### config.mk
export PLATFORM = sky130hd
export DESIGN_NAME = beacon_flash_sequencer
export DESIGN_NICKNAME = d
export VERILOG_FILES = /design/src/core/beacon_pkg.sv /design/src/core/beacon_flash_sequencer.sv
export SDC_FILE = /design/constraint.sdc
export NUM_CORES = 1
export LEC_CHECK = 0
export BUFFER_PORTS_ARGS = -buffer_cell sky130_fd_sc_hd__buf_2
export CORE_ASPECT_RATIO = 0.6
export CORE_MARGIN = 10
export CORE_UTILIZATION = 55
export DETAILED_ROUTE_END_ITERATION = 7
export GPL_TIMING_DRIVEN = 0
export HOLD_SLACK_MARGIN = 0.15
export PLACE_DENSITY = 0.82
export SETUP_SLACK_MARGIN = 0.05
export SLEW_MARGIN = 25
export SYNTH_ARGS = -nofsm -noshare
export SYNTH_HDL_FRONTEND = slang
export SYNTH_SLANG_ARGS = --single-unit
### constraint.sdc
create_clock -name clk_sys -period 5.9 [get_ports clk_sys]
set_input_delay 0.885 -clock clk_sys [delete_from_list [all_inputs] [get_ports clk_sys]]
set_output_delay 0.885 -clock clk_sys [all_outputs]
set_load 0.01 [all_outputs]
### src/core/beacon_pkg.sv
// Purpose: shared constants for the beacon flash sequencer
// Assumes: 25 MHz system clock
// Notes:   pattern, input mode and battery encodings live here
package beacon_pkg;
  // clock rate and timing
  localparam int unsigned CLK_HZ        = 25000000;
  localparam int unsigned PERIOD_MS     = 1000;  // one repetition, ms
  localparam int unsigned PULSE_LONG_MS = 500;
  localparam int unsigned PULSE_MID_MS  = 250;
  localparam int unsigned PULSE_SHRT_MS = 100;
  localparam int unsigned TICK_CYC      = CLK_HZ / 1000;  // cycles per ms
  // duration limits, seconds
  localparam int unsigned DUR_MIN_S     = 5;
  localparam int unsigned DUR_FINE_MAX  = 60;
  localparam int unsigned DUR_COARSE_MAX= 1200;
  localparam int unsigned DUR_STEP_S    = 60;
  localparam int unsigned DUR_HOUR_S    = 3600;
  localparam logic [11:0] DUR_RESET_S   = 12'h014;  // 20 s
  // flash pattern codes
  localparam logic [2:0] PAT_ALT       = 3'h0;  // alternating 0.5 s
  localparam logic [2:0] PAT_UNI       = 3'h1;  // unison 0.5 s
  localparam logic [2:0] PAT_CUSTOM    = 3'h2;  // custom rapid beacon
  localparam logic [2:0] PAT_WWS       = 3'h3;  // wigwag_plus_simultaneous
  localparam logic [2:0] PAT_ALT_QUICK = 3'h4;
  localparam logic [2:0] PAT_UNI_QUICK = 3'h5;
  localparam logic [2:0] PAT_UNI_MID   = 3'h6;  // unison 0.25 s
  localparam logic [2:0] PAT_UNI_SHORT = 3'h7;  // unison 0.1 s
  localparam logic [2:0] PAT_RESET     = PAT_ALT;
  // input_type_setting codes
  localparam logic [1:0] IN_BUTTON     = 2'h0;
  localparam logic [1:0] IN_NORM_OPEN  = 2'h1;
  localparam logic [1:0] IN_NORM_CLOSED= 2'h2;
  localparam logic [1:0] IN_RESET      = IN_BUTTON;
  // battery state codes
  localparam logic [1:0] BATT_GOOD     = 2'h0;
  localparam logic [1:0] BATT_LOW      = 2'h1;
  localparam logic [1:0] BATT_CUTOFF   = 2'h2;  // low_voltage_cutoff
  // register map
  localparam logic [3:0] REG_PATTERN   = 4'h0;
  localparam logic [3:0] REG_INPUT     = 4'h1;
  localparam logic [3:0] REG_DURATION  = 4'h2;
  localparam logic [3:0] REG_STATUS    = 4'h3;
  localparam logic [3:0] REG_SOLAR     = 4'h4;
  localparam logic [3:0] REG_DOUT      = 4'h5;
  // status field positions
  localparam int unsigned ST_FAULT_BIT = 0;
  localparam int unsigned ST_NIGHT_BIT = 1;
  localparam int unsigned ST_BATT_LSB  = 2;
  localparam int unsigned ST_FLASH_BIT = 4;
endpackage

### src/core/beacon_flash_sequencer.sv
// Purpose: flash pattern sequencer for a solar beacon energy_manager
// Assumes: contact input already debounced, synchronous to clk_sys
// Notes:   one driver, two banks; bank enables are flip-flop outputs
`timescale 1ns/1ps

// How it works
// - eight selectable flash patterns
// - alternating 0.5 s, 60/min, default
// - unison 0.5 s, 60/min
// - alternating bursts of three 0.1 s
// - unison bursts of three 0.1 s
// - unison 0.25 s, 60/min
// - unison 0.1 s, 60/min
// - one driver switched between two banks
// - wigwag plus simultaneous mixes both phases
// - alternating with one fixture raises fault
// - fault shown on short, all-open, or bank b open while driven
// - good flash activation clears fault
// - cutoff blocks flashing and digital output
// - low charge reported, operation continues
// - report day/night flag and panel voltage
// - button closure starts timed flashing
// - normally open: flash while closed
// - normally closed: flash unless closed
// - duration 5..60 s in 1 s steps
// - duration to 1200 s in 60 s steps
// - duration also offers 3600 s
// - duration defaults to 20 s
module beacon_flash_sequencer (
  input  wire logic        clk_sys,        // 25 MHz system clock
  input  wire logic        rst,            // synchronous, active high
  input  wire logic [3:0]  reg_addr,       // register index
  input  wire logic [15:0] reg_wdata,      // write data
  input  wire logic        reg_wr,         // write strobe
  input  wire logic        reg_rd,         // read strobe
  output logic      [15:0] reg_rdata,      // read data, cycle after strobe
  input  wire logic        contact_closed, // contact_input_pos/neg shorted
  input  wire logic        bank_a_open,    // driver sees open on bank a
  input  wire logic        bank_b_open,    // driver sees open on bank b
  input  wire logic        led_short,      // driver sees a shorted fixture
  input  wire logic [1:0]  battery_state,  // from battery monitor
  input  wire logic        photo_night,    // photosensor says night
  input  wire logic [7:0]  solar_volts,    // panel voltage sample
  output logic             bank_a_on,      // bank a energised
  output logic             bank_b_on,      // bank b energised
  output logic             driver_on,      // shared led driver enabled
  output logic             digital_out,    // digital output signal
  output logic             led_fault       // fault indication visible
);

  // free-running timebase
  localparam int unsigned TICK_W = 15;
  localparam logic [TICK_W-1:0] TICK_LAST =
    TICK_W'(beacon_pkg::TICK_CYC - 1);
  localparam logic [9:0] MS_LAST = 10'(beacon_pkg::PERIOD_MS - 1);
  localparam logic [9:0] MS_LONG = 10'(beacon_pkg::PULSE_LONG_MS);
  localparam logic [9:0] MS_MID  = 10'(beacon_pkg::PULSE_MID_MS);
  localparam logic [9:0] MS_SHRT = 10'(beacon_pkg::PULSE_SHRT_MS);

  typedef enum logic [1:0] {ST_DARK, ST_FLASH} flash_state_e;

  logic [TICK_W-1:0] tick_q;     // cycles inside one millisecond
  logic [9:0]        ms_q;       // millisecond in the second
  logic [2:0]        pattern_q;  // selected pattern
  logic [1:0]        input_q;    // input_type_setting
  logic [11:0]       dur_q;      // flashing duration, seconds
  logic [11:0]       remain_q;   // seconds left in button mode
  logic              fault_q;    // latched led fault
  logic              dout_en_q;  // software wants digital output
  logic              contact_q;  // previous contact level
  flash_state_e      state_q;    // dark or flashing
  flash_state_e      state_d;
  logic              a_d;        // next bank a
  logic              b_d;        // next bank b
  logic              start_q;    // new activation awaiting its first lit cycle

  // duration check: only the documented values are accepted
  function automatic logic dur_legal(input logic [11:0] v);
    logic fine;
    logic coarse;
    fine   = (v >= 12'(beacon_pkg::DUR_MIN_S)) &&
             (v <= 12'(beacon_pkg::DUR_FINE_MAX));
    coarse = (v <= 12'(beacon_pkg::DUR_COARSE_MAX)) &&
             ((v % 12'(beacon_pkg::DUR_STEP_S)) == 12'h000) &&
             (v != 12'h000);
    return fine || coarse ||
           (v == 12'(beacon_pkg::DUR_HOUR_S));
  endfunction

  // millisecond window test used by the burst patterns
  function automatic logic in_win(input logic [9:0] t,
                                  input logic [9:0] s,
                                  input logic [9:0] len);
    return (t >= s) && (t < s + len);
  endfunction

  // decode
  // everything below is a plain combinational decode of counters, inputs and strobes
  wire ms_wrap   = (tick_q == TICK_LAST);
  wire sec_wrap  = ms_wrap && (ms_q == MS_LAST);
  wire cutoff    = (battery_state == beacon_pkg::BATT_CUTOFF);
  wire press     = contact_closed && !contact_q;
  wire wr_pat    = reg_wr && (reg_addr == beacon_pkg::REG_PATTERN);
  wire wr_in     = reg_wr && (reg_addr == beacon_pkg::REG_INPUT);
  wire wr_dur    = reg_wr && (reg_addr == beacon_pkg::REG_DURATION) &&
                   dur_legal(reg_wdata[11:0]);
  wire wr_dout   = reg_wr && (reg_addr == beacon_pkg::REG_DOUT);
  // three quick pulses: 0.1 s on, 0.1 s off, starting at 0, 200, 400 ms
  wire burst     = in_win(ms_q, 10'h000, MS_SHRT) ||
                   in_win(ms_q, 10'h0c8, MS_SHRT) ||
                   in_win(ms_q, 10'h190, MS_SHRT);
  wire first_half = (ms_q < MS_LONG);

  // timebase: counters never stop so every edge is on the 1 s grid
  always_ff @(posedge clk_sys) begin
    if (rst || ms_wrap) begin
      tick_q <= '0;
    end else begin
      tick_q <= tick_q + 1'b1;
    end
  end

  always_ff @(posedge clk_sys) begin
    if (rst || sec_wrap) begin
      ms_q <= '0;
    end else if (ms_wrap) begin
      ms_q <= ms_q + 1'b1;
    end
  end

  // configuration registers
  always_ff @(posedge clk_sys) begin
    if (rst) begin
      pattern_q <= beacon_pkg::PAT_RESET;
      input_q   <= beacon_pkg::IN_RESET;
      dur_q     <= beacon_pkg::DUR_RESET_S;
      dout_en_q <= 1'b0;
    end else begin
      if (wr_pat) pattern_q <= reg_wdata[2:0];
      if (wr_in && reg_wdata[1:0] != 2'h3) input_q <= reg_wdata[1:0];
      if (wr_dur) dur_q <= reg_wdata[11:0];
      if (wr_dout) dout_en_q <= reg_wdata[0];
    end
  end

  // activation state: decides whether we should be flashing at all
  // the mode decode is level based except in button mode
  always_comb begin
    state_d = state_q;
    case (input_q)
      beacon_pkg::IN_NORM_OPEN:
        state_d = contact_closed ? ST_FLASH : ST_DARK;
      beacon_pkg::IN_NORM_CLOSED:
        state_d = contact_closed ? ST_DARK : ST_FLASH;
      default: begin
        if (press) begin
          state_d = ST_FLASH;
        end else if (state_q == ST_FLASH && remain_q == 12'h000) begin
          state_d = ST_DARK;
        end
      end
    endcase
  end

  always_ff @(posedge clk_sys) begin
    if (rst) begin
      state_q   <= ST_DARK;
      contact_q <= 1'b0;
      remain_q  <= '0;
      start_q   <= 1'b0;
    end else begin
      state_q   <= state_d;
      contact_q <= contact_closed;
      // banks light one edge after the state, so the clear check must
      // wait for them; judging the dark cycle would never clear a fault
      if (state_d != ST_FLASH) begin
        start_q <= 1'b0;                     // dark again, nothing pending
      end else if (state_q != ST_FLASH) begin
        start_q <= 1'b1;                     // new activation begins
      end else if (bank_a_on || bank_b_on) begin
        start_q <= 1'b0;                     // first lit cycle was judged
      end
      if (press && input_q == beacon_pkg::IN_BUTTON) begin
        remain_q <= dur_q;
      end else if (sec_wrap && remain_q != 12'h000) begin
        remain_q <= remain_q - 1'b1;
      end
    end
  end

  // bank pattern generation
  // every shape is a window on the free ms counter, so a pattern
  // change takes effect mid-second without any resynchronisation
  always_comb begin
    a_d = 1'b0;
    b_d = 1'b0;
    case (pattern_q)
      beacon_pkg::PAT_ALT: begin
        a_d = first_half;
        b_d = !first_half;
      end
      beacon_pkg::PAT_UNI: begin
        a_d = first_half;
        b_d = first_half;
      end
      beacon_pkg::PAT_CUSTOM: begin
        // rapid alternating beacon, 0.1 s slots, alternating across
        a_d = burst;
        b_d = in_win(ms_q, 10'h064, MS_SHRT) ||
              in_win(ms_q, 10'h12c, MS_SHRT) ||
              in_win(ms_q, 10'h1f4, MS_SHRT);
      end
      beacon_pkg::PAT_WWS: begin
        // bank a bursts alone in first half, both lit from 500 to 600 ms, then dark
        a_d = burst || in_win(ms_q, MS_LONG, MS_SHRT);
        b_d = (!first_half && !burst) ||
              in_win(ms_q, MS_LONG, MS_SHRT);
        b_d = b_d && (ms_q < 10'h258);
        a_d = a_d && (ms_q < 10'h258);
      end
      beacon_pkg::PAT_ALT_QUICK: begin
        a_d = burst;
        b_d = in_win(ms_q, MS_LONG, MS_SHRT) ||
              in_win(ms_q, 10'h2bc, MS_SHRT) ||
              in_win(ms_q, 10'h384, MS_SHRT);
      end
      beacon_pkg::PAT_UNI_QUICK: begin
        a_d = burst;
        b_d = burst;
      end
      beacon_pkg::PAT_UNI_MID: begin
        a_d = (ms_q < MS_MID);
        b_d = (ms_q < MS_MID);
      end
      default: begin
        a_d = (ms_q < MS_SHRT);
        b_d = (ms_q < MS_SHRT);
      end
    endcase
  end

  // outputs: cutoff wins over any activation; low charge does not gate
  always_ff @(posedge clk_sys) begin
    if (rst) begin
      bank_a_on   <= 1'b0;
      bank_b_on   <= 1'b0;
      digital_out <= 1'b0;
    end else begin
      bank_a_on   <= a_d && (state_q == ST_FLASH) && !cutoff;
      bank_b_on   <= b_d && (state_q == ST_FLASH) && !cutoff;
      digital_out <= dout_en_q && (state_q == ST_FLASH) && !cutoff;
    end
  end

  assign driver_on = bank_a_on || bank_b_on;

  // fault: short anywhere, every energised bank open, or bank b open while driven
  // open sense only means something while that bank is driven,
  // hence every open-sense term is qualified by its bank enable
  wire any_on   = bank_a_on || bank_b_on;
  wire all_open = (!bank_a_on || bank_a_open) &&
                  (!bank_b_on || bank_b_open);
  wire bad_now  = any_on && (led_short || all_open ||
                  (bank_b_on && bank_b_open));
  wire good_now = any_on && !led_short && !bad_now;

  always_ff @(posedge clk_sys) begin
    if (rst) begin
      fault_q <= 1'b0;
    end else if (bad_now) begin
      fault_q <= 1'b1;
    end else if (good_now && start_q) begin
      fault_q <= 1'b0;
    end
  end

  assign led_fault = fault_q;

  // register read path, data the cycle after the strobe
  // unmapped indices read as zero
  wire [15:0] status_w = {11'h000, (state_q == ST_FLASH), battery_state,
                          photo_night, fault_q};
  wire [15:0] rd_mux =
    (reg_addr == beacon_pkg::REG_PATTERN)  ? {13'h0000, pattern_q} :
    (reg_addr == beacon_pkg::REG_INPUT)    ? {14'h0000, input_q} :
    (reg_addr == beacon_pkg::REG_DURATION) ? {4'h0, dur_q} :
    (reg_addr == beacon_pkg::REG_STATUS)   ? status_w :
    (reg_addr == beacon_pkg::REG_SOLAR)    ? {8'h00, solar_volts} :
    (reg_addr == beacon_pkg::REG_DOUT)     ? {15'h0000, dout_en_q} :
    16'h0000;

  always_ff @(posedge clk_sys) begin
    if (rst) begin
      reg_rdata <= 16'h0000;
    end else begin
      reg_rdata <= reg_rd ? rd_mux : 16'h0000;
    end
  end

  // checks
  a_cutoff_dark: assert property (@(posedge clk_sys) disable iff (rst)
    $past(cutoff) |-> !bank_a_on && !bank_b_on && !digital_out)
    else $error("banks lit during cutoff");
  a_alt_exclusive: assert property (@(posedge clk_sys) disable iff (rst)
    (pattern_q == beacon_pkg::PAT_ALT) && $stable(pattern_q)
      |-> !(bank_a_on && bank_b_on))
    else $error("alternating banks overlap");
  a_uni_together: assert property (@(posedge clk_sys) disable iff (rst)
    $past(pattern_q == beacon_pkg::PAT_UNI) |-> bank_a_on == bank_b_on)
    else $error("unison banks differ");
  a_no_open_dark: assert property (@(posedge clk_sys) disable iff (rst)
    (input_q == beacon_pkg::IN_NORM_OPEN) && !contact_closed ##1
      (input_q == beacon_pkg::IN_NORM_OPEN) |=> !bank_a_on && !bank_b_on)
    else $error("normally open input flashing while open");
  a_button_start: assert property (@(posedge clk_sys) disable iff (rst)
    press && input_q == beacon_pkg::IN_BUTTON |=> state_q == ST_FLASH)
    else $error("button press did not start flashing");
  a_short_fault: assert property (@(posedge clk_sys) disable iff (rst)
    any_on && led_short |=> led_fault)
    else $error("short not reported");
  a_dur_legal: assert property (@(posedge clk_sys) disable iff (rst)
    dur_legal(dur_q))
    else $error("illegal duration stored");
  a_sec_period: assert property (@(posedge clk_sys) disable iff (rst)
    sec_wrap |=> ms_q == 10'h000)
    else $error("second counter did not wrap");
  // checks that short runs also reach
  // ms counter never leaves its one-second range
  a_ms_bound: assert property (@(posedge clk_sys) disable iff (rst)
    ms_q <= MS_LAST)
    else $error("ms counter out of range");
  // digital output only follows a flashing, powered cycle
  a_dout_gate: assert property (@(posedge clk_sys) disable iff (rst)
    digital_out |-> $past(state_q == ST_FLASH) && !$past(cutoff))
    else $error("digital output without flashing");
  // the shared driver is idle during cutoff too
  a_cut_no_drive: assert property (@(posedge clk_sys) disable iff (rst)
    $past(cutoff) |-> !driver_on)
    else $error("driver on during cutoff");
  // low charge keeps the digital output alive
  a_low_runs: assert property (@(posedge clk_sys) disable iff (rst)
    battery_state == beacon_pkg::BATT_LOW && state_q == ST_FLASH &&
      dout_en_q |=> digital_out)
    else $error("low charge stopped the output");
  // normally closed flashes while the contact is open
  a_nc_flash: assert property (@(posedge clk_sys) disable iff (rst)
    input_q == beacon_pkg::IN_NORM_CLOSED && !contact_closed
      |=> state_q == ST_FLASH)
    else $error("normally closed input not flashing");
  // quick unison keeps both banks in step
  a_quick_same: assert property (@(posedge clk_sys) disable iff (rst)
    $past(pattern_q == beacon_pkg::PAT_UNI_QUICK) |-> bank_a_on == bank_b_on)
    else $error("quick unison banks differ");
  // alternating flashing lights exactly one bank at a time
  a_alt_one_bank: assert property (@(posedge clk_sys) disable iff (rst)
    $past(pattern_q == beacon_pkg::PAT_ALT) && $past(state_q == ST_FLASH) &&
      !$past(cutoff) |-> bank_a_on != bank_b_on)
    else $error("alternating not one bank");
  // a clean first lit cycle of an activation clears the fault
  a_fault_clear: assert property (@(posedge clk_sys) disable iff (rst)
    start_q && good_now |=> !led_fault)
    else $error("good activation left fault set");
  // a press reloads the full duration
  a_remain_load: assert property (@(posedge clk_sys) disable iff (rst)
    press && input_q == beacon_pkg::IN_BUTTON |=> remain_q == $past(dur_q))
    else $error("press did not reload timer");
endmodule

# Word-level counts from Yosys, hierarchy flattened
# Index checks and enable logic that the tools add are counted.
[totals]
regBits = 79
latchBits = 0
ram_bits = 0
mem_bits_ro = 0
in_bits = 39
out_inout_bits = 21
elab_cells = 160
n_memories = 0
[op_classes]
n_addsub = 3
multipliers = 0
n_div = 1
order_cmp = 20
eq_ne = 21
shifts = 0
n_mux = 19
bitwise = 1
reduce_logical = 78
[op_table]
columns = ["op", "count"]
rows = [
  ["logical AND 1 bit", 37],
  ["2-to-1 mux 12 bit", 3],
  ["greater-or-equal comparator 10 x 9 -> 1 bit (second input constant)", 3],
  ["less-than comparator 10 bit (second input constant)", 3],
  ["less-than comparator 10 x 9 -> 1 bit (second input constant)", 3],
  ["logical NOT 12 bit", 2],
  ["nonzero test 12 bit", 2],
  ["greater-or-equal comparator 10 bit (second input constant)", 2],
  ["less-than comparator 10 x 8 -> 1 bit (second input constant)", 2],
  ["logical OR 1 bit", 17],
  ["2-to-1 mux 8 bit", 2],
  ["adder 15 x 1 -> 15 bit (second input constant)", 1],
  ["== test 15 bit (second input constant)", 1],
  ["== test 12 bit (second input constant)", 1],
  ["greater-or-equal comparator 12 x 3 -> 1 bit (second input constant)", 1],
  ["<= comparator 12 x 11 -> 1 bit (second input constant)", 1],
  ["<= comparator 12 x 6 -> 1 bit (second input constant)", 1],
  ["remainder unit 12 x 6 -> 12 bit (second input constant)", 1],
  ["subtractor 12 x 1 -> 12 bit (second input constant)", 1],
  ["adder 10 x 1 -> 10 bit (second input constant)", 1],
  ["== test 10 bit (second input constant)", 1],
  ["greater-or-equal comparator 10 x 1 -> 1 bit (second input constant)", 1],
  ["greater-or-equal comparator 10 x 7 -> 1 bit (second input constant)", 1],
  ["greater-or-equal comparator 10 x 8 -> 1 bit (second input constant)", 1],
  ["other kinds (27)", 54],
]

# Longest topological paths before layout
# Gate-level depths: netlist of the first run.
[logic_depth]
ltp_word = 11
depth_mapped = 11

# Worst setup path after synthesis of the first run
# OpenSTA, ideal clock, no wires.
[synth_timing]
path_type = "input -> register"
start = "input reg_wdata[7]"
end = "register dur_q[10]"
arrival_ps = 3301
setup_slack_ps = 2527
path_stages = 11
cell_sequence = "buf_2 -> buf_6 -> xnor2_1 -> o32a_4 -> a311oi_2 -> o31ai_1 -> and3_4 -> or3b_4 -> o311ai_4 -> buf_8 -> mux2i_1"
[synth_via]
elab_chain_cells = 7
elab_cells_between_ends = 13
[synth_rtl]
columns = ["element", "line_no", "text"]
rows = [
  ["start, declared", "beacon_flash_sequencer.sv:33", "input wire logic [15:0] reg_wdata,"],
  ["remainder unit 12 x 6 -> 12 bit", "beacon_flash_sequencer.sv:84", "((v % 12'(beacon_pkg::DUR_STEP_S)) == 12'h000) &&"],
  ["logical NOT 12 bit", "beacon_flash_sequencer.sv:84", ""],
  ["logical AND 1 bit", "beacon_flash_sequencer.sv:83", "coarse = (v <= 12'(beacon_pkg::DUR_COARSE_MAX)) &&"],
  ["logical AND 1 bit", "beacon_flash_sequencer.sv:84", ""],
  ["logical OR 1 bit", "beacon_flash_sequencer.sv:86", "return fine || coarse ||"],
  ["logical OR 1 bit (*)", "beacon_flash_sequencer.sv:86", ""],
  ["logical AND 1 bit (*)", "beacon_flash_sequencer.sv:105", "wire wr_dur = reg_wr && (reg_addr == beacon_pkg::REG_DURATION) &&"],
  ["end signal, assigned", "beacon_flash_sequencer.sv:136", "dur_q <= beacon_pkg::DUR_RESET_S;"],
  ["end signal, assigned", "beacon_flash_sequencer.sv:141", "if (wr_dur) dur_q <= reg_wdata[11:0];"],
  ["end, declared", "beacon_flash_sequencer.sv:66", "logic [11:0] dur_q;"],
]
# Mark *: on every way between the ends. The rest lies on a longest branch, timed or not.
# A chain may end at the register's enable or synchronous reset.

# Worst setup path after layout of the first run
[layout_timing]
start = "input reg_wdata[9]"
end = "register dur_q[4]"
# Same word-level chain as after synthesis.

==> impl_metrics.json, run 1 <==
{
  "cts_root_buf": "clkbuf_16",
  "gp_congestion": 0.9743,
  "grtUsageTotal_pct": 19.81,
  "clk_pin_slew_worst_paths_ns": 0.06,
  "ys_ff_latch": 75,
  "fin_tns_setup_ns": 0,
  "dr_total_vias": 4521,
  "relSlewSlack_pct": 51.57,
  "ys_warn_count": 0,
  "num-fill-cells": 703,
  "critPathMaxStageDelay_ns": 0.62,
  "start_util_pct": 57.53,
  "slew_viol_final": 0,
  "yosys.area.top_type": "dfxtp_1",
  "fmax_ghz": 0.2739,
  "syn_inst": 566,
  "synth_commonest_cells": "77 x nor2_1, 75 x dfxtp_1, 36 x nand2_1, 26 x clkbuf_1, 24 x nand2b_1",
  "path_cells": "buf_2 -> clkbuf_1 -> maj3_1 -> o211ai_1 -> o2111ai_2 -> a2111oi_1 -> and4_1 -> o311ai_1 -> o311ai_4 -> buf_8 -> mux2i_1",
  "grt_pass1_vias": 4214,
  "num_rows": 25,
  "period_needed_ns": 3.650,
  "cts_hold_repair.buffers": 0,
  "grt_max_degree": 16,
  "cts_max_path_buffers": 2,
  "peakVddDrop_mv": 0.1301,
  "crit_required_ns": 6.16,
  "path_class": "in2reg",
  "drc": 0,
  "tritoncts": "built",
  "drive_gt1_share_pct": 14.74,
  "synth_edf_count": 0,
  "critPathTopFamily": "compound AO/OA/AOI/OAI gates",
  "min_path_type": "reg2reg",
  "overflow": 0,
  "final_nets": 672,
  "cts_resized": 0,
  "multiInputGateArea_mm2": 0.002854,
  "num_io_pins": 60,
  "timing.final.crit_share_pct": 61.87,
  "dpl_cell_area_mm2": 0.004984,
  "postCtsSetupRepairBufs": 0,
  "worstMarginPinSlew_ns": 0.7250,
  "finalSetupViolations": 0,
  "critPathLaunchType": "input port",
  "hpwlAfterDp_mm": 9.945,
  "drt-wirelength-per-cell_um": 17.41,
  "cts_buffers": 9,
  "finalPower_mw": 1.263,
  "ys_seq_area_share_pct": 32.59,
  "pwr_density_cell_mw_per_mm2": 238.6,
  "power.leakage_nw": 2.123,
  "n_antenna_cell": 0,
  "crit_arrival_ns": 3.91,
  "coreArea_mm2": 0.008008,
  "die_y_um": 90.89,
  "synth_area_mm2": 0.004607,
  "drt-total-wl_mm": 12.87,
  "final-seq-area_mm2": 0.001501,
  "antenna_left": 0,
  "clk_latency_ns": 0.35,
  "hold-worst-slack_ns": 0.4840,
  "outcome": "finished, final reports clean",
  "clock_sinks": 75,
  "worstPathMaxFanout": 10,
  "synth_area_leaders": "dfxtp_1 33%, nor2_1 6.3%, mux2i_1 4.1%",
  "finalHoldViolCount": 0,
  "grt_first_pass_wirelength_mm": 21.00,
  "die_w_um": 138.2,
  "drtPass1Iterations": 7,
  "final_area_mm2": 0.005293,
  "dieArea_mm2": 0.01256,
  "synth_cell_types": 76,
  "critPathCaptureType": "flip-flop",
  "fin_skew_ns": 0.009494,
  "ys.flop_type": "dfxtp_1",
  "synth_most_common_cell": "nor2_1",
  "area_growth_pct": 14.88,
  "synth.avg_cell_area_um2": 8.139,
  "max_cap_violations": 0,
  "portBuffers": 46,
  "path_buf_inv": 3,
  "via_per_inst": 6.118,
  "synth_async_sr_flop_share_pct": 0,
  "synth_top_area_share_pct": 32.59,
  "drtIter0Drc": 426,
  "rsz0062_at_grt": "false",
  "cp_slowest_cell": "a2111oi_1",
  "antenna_found_initial": 0,
  "cts_max_level": 3
}
## placed cells by master, fill, tap and decap left out, types with 17 or more instances in the layout
| cell type | count |
|---|---|
| clkbuf_1 | 26 |
| nand2b_1 | 24 |
| nand2_1 | 36 |
| buf_2 | 49 |
| o21ai_0 | 18 |
| nor2_1 | 77 |
| xor2_1 | 18 |
| a21oi_1 | 20 |
| mux2i_1 | 19 |
| dfxtp_1 | 75 |
| inv_1 | 17 |
## metrics by stage
step	util, %	cells	setup WS [ns]
2_1_floorplan	-	569	2.527
3_3_place_gp	62.23	723	2.157
3_5_place_dp	62.23	723	2.055
4_1_cts	66.09	739	2.406
5_1_grt	66.09	739	2.072
6_report	66.09	739	2.250
## layer usage
metal	track usage (%)	part of all wire, %	up-vias	wire (um)
li1	-	-	2158	-
met1	26.72	46	2112	5961
met5	0	0	-	0
met3	6.618	10	26	1325
met4	6.643	1.6	0	211
met2	28.64	42	225	5368
## path summary, 6_finish.rpt
| check | start | slack, ns | to | cells after the start |
|---|---|---|---|---|
| worst min register to register | tick_q[0] | 0.48 | tick_q[0] | 1 |
| worst max-delay path | reg_wdata[9] | 2.25 | dur_q[4] | 11 |
| worst min-delay path | tick_q[0] | 0.48 | tick_q[0] | 1 |
| worst max register to register | ms_q[8] | 2.83 | remain_q[9] | 9 |
## sequential cells by signal, indices dropped and copies added, names as in the netlist
signal	flops
reg_rdata	12
start_q	1
dout_en_q	1
led_fault	1
bank_a_on	1
contact_q	1
bank_b_on	1
state_q	2
input_q	2
tick_q	15
pattern_q	3
remain_q	12
dur_q	12
ms_q	10
digital_out	1
## power by group
part	switching (mW)	internal [mW]	total (mW)
clock network	0.235	0.335	0.570
logic	0.101	0.0653	0.166
registers	0.00969	0.517	0.527
total	0.345	0.917	1.26
## cells by family (layout without fill, tap and decap cells)
group / Yosys count / count (layout) / synth area share [%]
and+or+nand+nor: 246 / 246 / 28.46
AOI/OAI and AO/OA: 123 / 123 / 19.72
DFF: 75 / 75 / 32.59
buffers and inverters: 57 / 119 / 5.703
xor gates and xnor gates: 34 / 34 / 6.464
muxes: 22 / 22 / 4.861
adders and majority gates: 8 / 8 / 2.118
other: 1 / 4 / 0.08140
## cell type report
class,instances,share of cell area (%)
Buffer,40,3.759
Clock buffer,9,4.255
Clock inverter,7,1.584
Inverter,17,1.206
Multi-Input combinational cell,437,53.92
Sequential cell,75,28.37
Tap cell,108,2.553
Timing Repair Buffer,46,4.350
Power figures use the tool's default switching activity.
==> run 2: changes to the inputs <==
--- a/config.mk
+++ b/config.mk
@@ -8,11 +8,11 @@
 export BUFFER_PORTS_ARGS = -buffer_cell sky130_fd_sc_hd__buf_2
 export CORE_ASPECT_RATIO = 0.6
 export CORE_MARGIN = 10
-export CORE_UTILIZATION = 55
+export CORE_UTILIZATION = 53
 export DETAILED_ROUTE_END_ITERATION = 7
 export GPL_TIMING_DRIVEN = 0
 export HOLD_SLACK_MARGIN = 0.15
-export PLACE_DENSITY = 0.82
+export PLACE_DENSITY = 0.83
 export SETUP_SLACK_MARGIN = 0.05
 export SLEW_MARGIN = 25
 export SYNTH_ARGS = -nofsm -noshare
==> constraint.sdc (replaced) <==
create_clock -name clk_sys -period 3.1 [get_ports clk_sys]
set_input_delay 0.465 -clock clk_sys [delete_from_list [all_inputs] [get_ports clk_sys]]
set_output_delay 0.465 -clock clk_sys [all_outputs]
set_load 0.01 [all_outputs]
==> run 2 against run 1 <==
Against the previous run: clock power increased by 120%; final cell count grew 0.95%; setup slack got worse by 2.1 ns; core utilization shrank 2.3 points; combinational power is 95% higher; total power is 100% higher; hold slack lost 0.079 ns; register-to-register slack got worse by 2.6 ns; critical endpoint is now dur_q[5]; first-iteration DRC count grew 3.3%; sequential share of layout area shrank 0.66 points; via count rose by 1.6%; clock skew decreased by 0.0030 ns.
==> impl_metrics.json, run 2 (synthesis gave the netlist of run 1 again) <==
{
  "outcome": "finished, final reports clean",
  "tritoncts": "built",
  "period_needed_ns": 2.974,
  "critPathLaunchType": "input port",
  "area_growth_pct": 17.60,
  "cts_buffers": 9,
  "grt_max_degree": 14,
  "antenna_found_initial": 0,
  "num_rows": 26,
  "clk_pin_slew_worst_paths_ns": 0.06,
  "drc": 0,
  "ff2ff_path_depth": 9,
  "fmax_ghz": 0.3363,
  "preCtsSetupSlack_ns": -0.3810,
  "cp.depth": 12,
  "final_common_cell": "nor2_1",
  "peakVddDrop_mv": 0.3153,
  "final-seq-area_mm2": 0.001501,
  "crit_required_ns": 3.36,
  "slew_viol_final": 0,
  "finalSetupViolations": 0,
  "power.leakage_nw": 2.187,
  "antenna_left": 0,
  "dieArea_mm2": 0.01294,
  "grtUsageTotal_pct": 19.30,
  "hold-worst-slack_ns": 0.4046,
  "grt_use_met2_pct": 27.80,
  "rsz0062_at_grt": "false",
  "num_io_pins": 60,
  "crit_arrival_ns": 3.23,
  "cts_hold_repair.buffers": 0,
  "timing.final.crit_share_pct": 95.92,
  "die_w_um": 140.4,
  "num-fill-cells": 695,
  "hpwlAfterDp_mm": 9.595,
  "gp_congestion": 0.9050,
  "drtPass1Iterations": 5,
  "grt_pass1_vias": 4167,
  "hold_depth": 2,
  "grt_first_pass_wirelength_mm": 20.84,
  "path_cells": "buf_2 -> clkbuf_2 -> maj3_1 -> o211ai_1 -> buf_4 -> and2_1 -> o31ai_1 -> and3_4 -> or3b_4 -> o311ai_4 -> buf_8 -> mux2i_1",
  "drive_gt1_share_pct": 16.40,
  "via_per_inst": 6.157,
  "multiInputGateArea_mm2": 0.002900,
  "grt_use_met3_pct": 5.767,
  "worstPathMaxFanout": 10,
  "critPathCaptureType": "flip-flop",
  "relSlewSlack_pct": 50.38,
  "n_antenna_cell": 0,
  "final_cell_mix": "77 x nor2_1, 75 x dfxtp_1, 49 x buf_2",
  "largest_reg_flops": 15,
  "path_buf_inv": 4,
  "finalHoldViolCount": 0,
  "max_cap_violations": 0,
  "final_nets": 675,
  "fin_skew_ns": 0.006458,
  "cts_root_buf": "clkbuf_16",
  "drtIter0Drc": 440,
  "min_path_type": "in2reg",
  "gr-max-usage-layer": "met2",
  "setup_ws_ns": 0.1264,
  "pwr_density_cell_mw_per_mm2": 472.0,
  "use_met1_pct": 27.08,
  "drt-total-wl_mm": 13.12,
  "critPathTopFamily": "simple AND/OR/NAND/NOR gates",
  "cp_slowest_cell": "or3b_4",
  "clk_latency_ns": 0.34,
  "clock_sinks": 75,
  "worstMarginPinSlew_ns": 0.7427,
  "drt-wirelength-per-cell_um": 17.59,
  "overflow": 0,
  "dr_total_vias": 4593,
  "critPathMaxStageDelay_ns": 0.40,
  "start_util_pct": 54.26,
  "die_y_um": 92.22,
  "cts_max_level": 3,
  "cts_max_path_buffers": 2,
  "portBuffers": 46,
  "largest-register": "tick_q",
  "coreArea_mm2": 0.008491,
  "path_class": "in2reg"
}
-- run 2: changes by cell type in the layout (fill, tap and decap cells not counted), moves of 2 or more --
cell       before  now
buf_4           5   10
clkbuf_1       26   22
bufinv_16       1    3
clkbuf_2        0    2
clkinv_4        2    0
nor4b_2         2    0
nor4b_4         0    2
-- run 2: repair_timing --
| action | CTS | global route |
|---|---|---|
| gates resized for setup | 2 | 9 |
| setup endpoints to repair | 9 | 15 |
| pin swaps | 0 | 2 |
| endpoints found under the hold margin | 0 | 0 |
| buffers inserted | 0 | 5 |
-- run 2: cell type report --
cell class	instances	area share [%]
clock buffer	10	4.411
tap	112	2.587
buffer	38	3.580
sequential	75	27.71
clock inverter	6	2.055
inverter	17	1.178
timing repair buffer	51	4.942
multi-input combinational	437	53.53
-- run 2: worst reg2reg max path, stage by stage (launching register included) --
cell and delay [ns]:
dfxtp_1 0.30, clkbuf_1 0.28, nand3_1 0.19, or4b_1 0.60
nor4b_4 0.34, nor4b_4 0.32, and2_1 0.25, nand2_1 0.10
xor2_1 0.17, a211oi_1 0.22
-- run 2: power breakdown --
group          total (mW)  switching, mW  internal [mW]  leakage [nW]
clock network        1.23          0.420          0.809         0.169
logic               0.323          0.195          0.128          1.41
registers            1.00         0.0199          0.985         0.608
-- run 2: through the flow --
stage / instances / TNS, ns / utilization, % / power, mW / instance area [um^2]
floorplan: 569 / 0 / - / 1.233 / 4618
global placement: 727 / -2.240 / 58.75 / 1.319 / 4989
detailed placement: 727 / -3.421 / 58.75 / 1.326 / 4989
CTS: 743 / 0 / 63.04 / 2.554 / 5353
global route: 746 / 0 / 63.81 / 2.637 / 5418
finish: 746 / 0 / 63.81 / 2.557 / 5418
-- run 2: per-layer routing --
metal | up-vias | share of wire [%]
met2 | 247 | 43
met4 | 0 | 1.3
li1 | 2157 | -
met5 | - | 0
met1 | 2170 | 46
met3 | 19 | 9.8
-- run 2: final timing paths --
check,startpoint,end,slack (ns)
worst max-delay path,reg_wdata[9],dur_q[5],0.13
worst min-delay path,contact_closed,contact_q,0.40
worst max register to register,ms_q[9],remain_q[11],0.23
worst min register to register,tick_q[0],tick_q[0],0.49
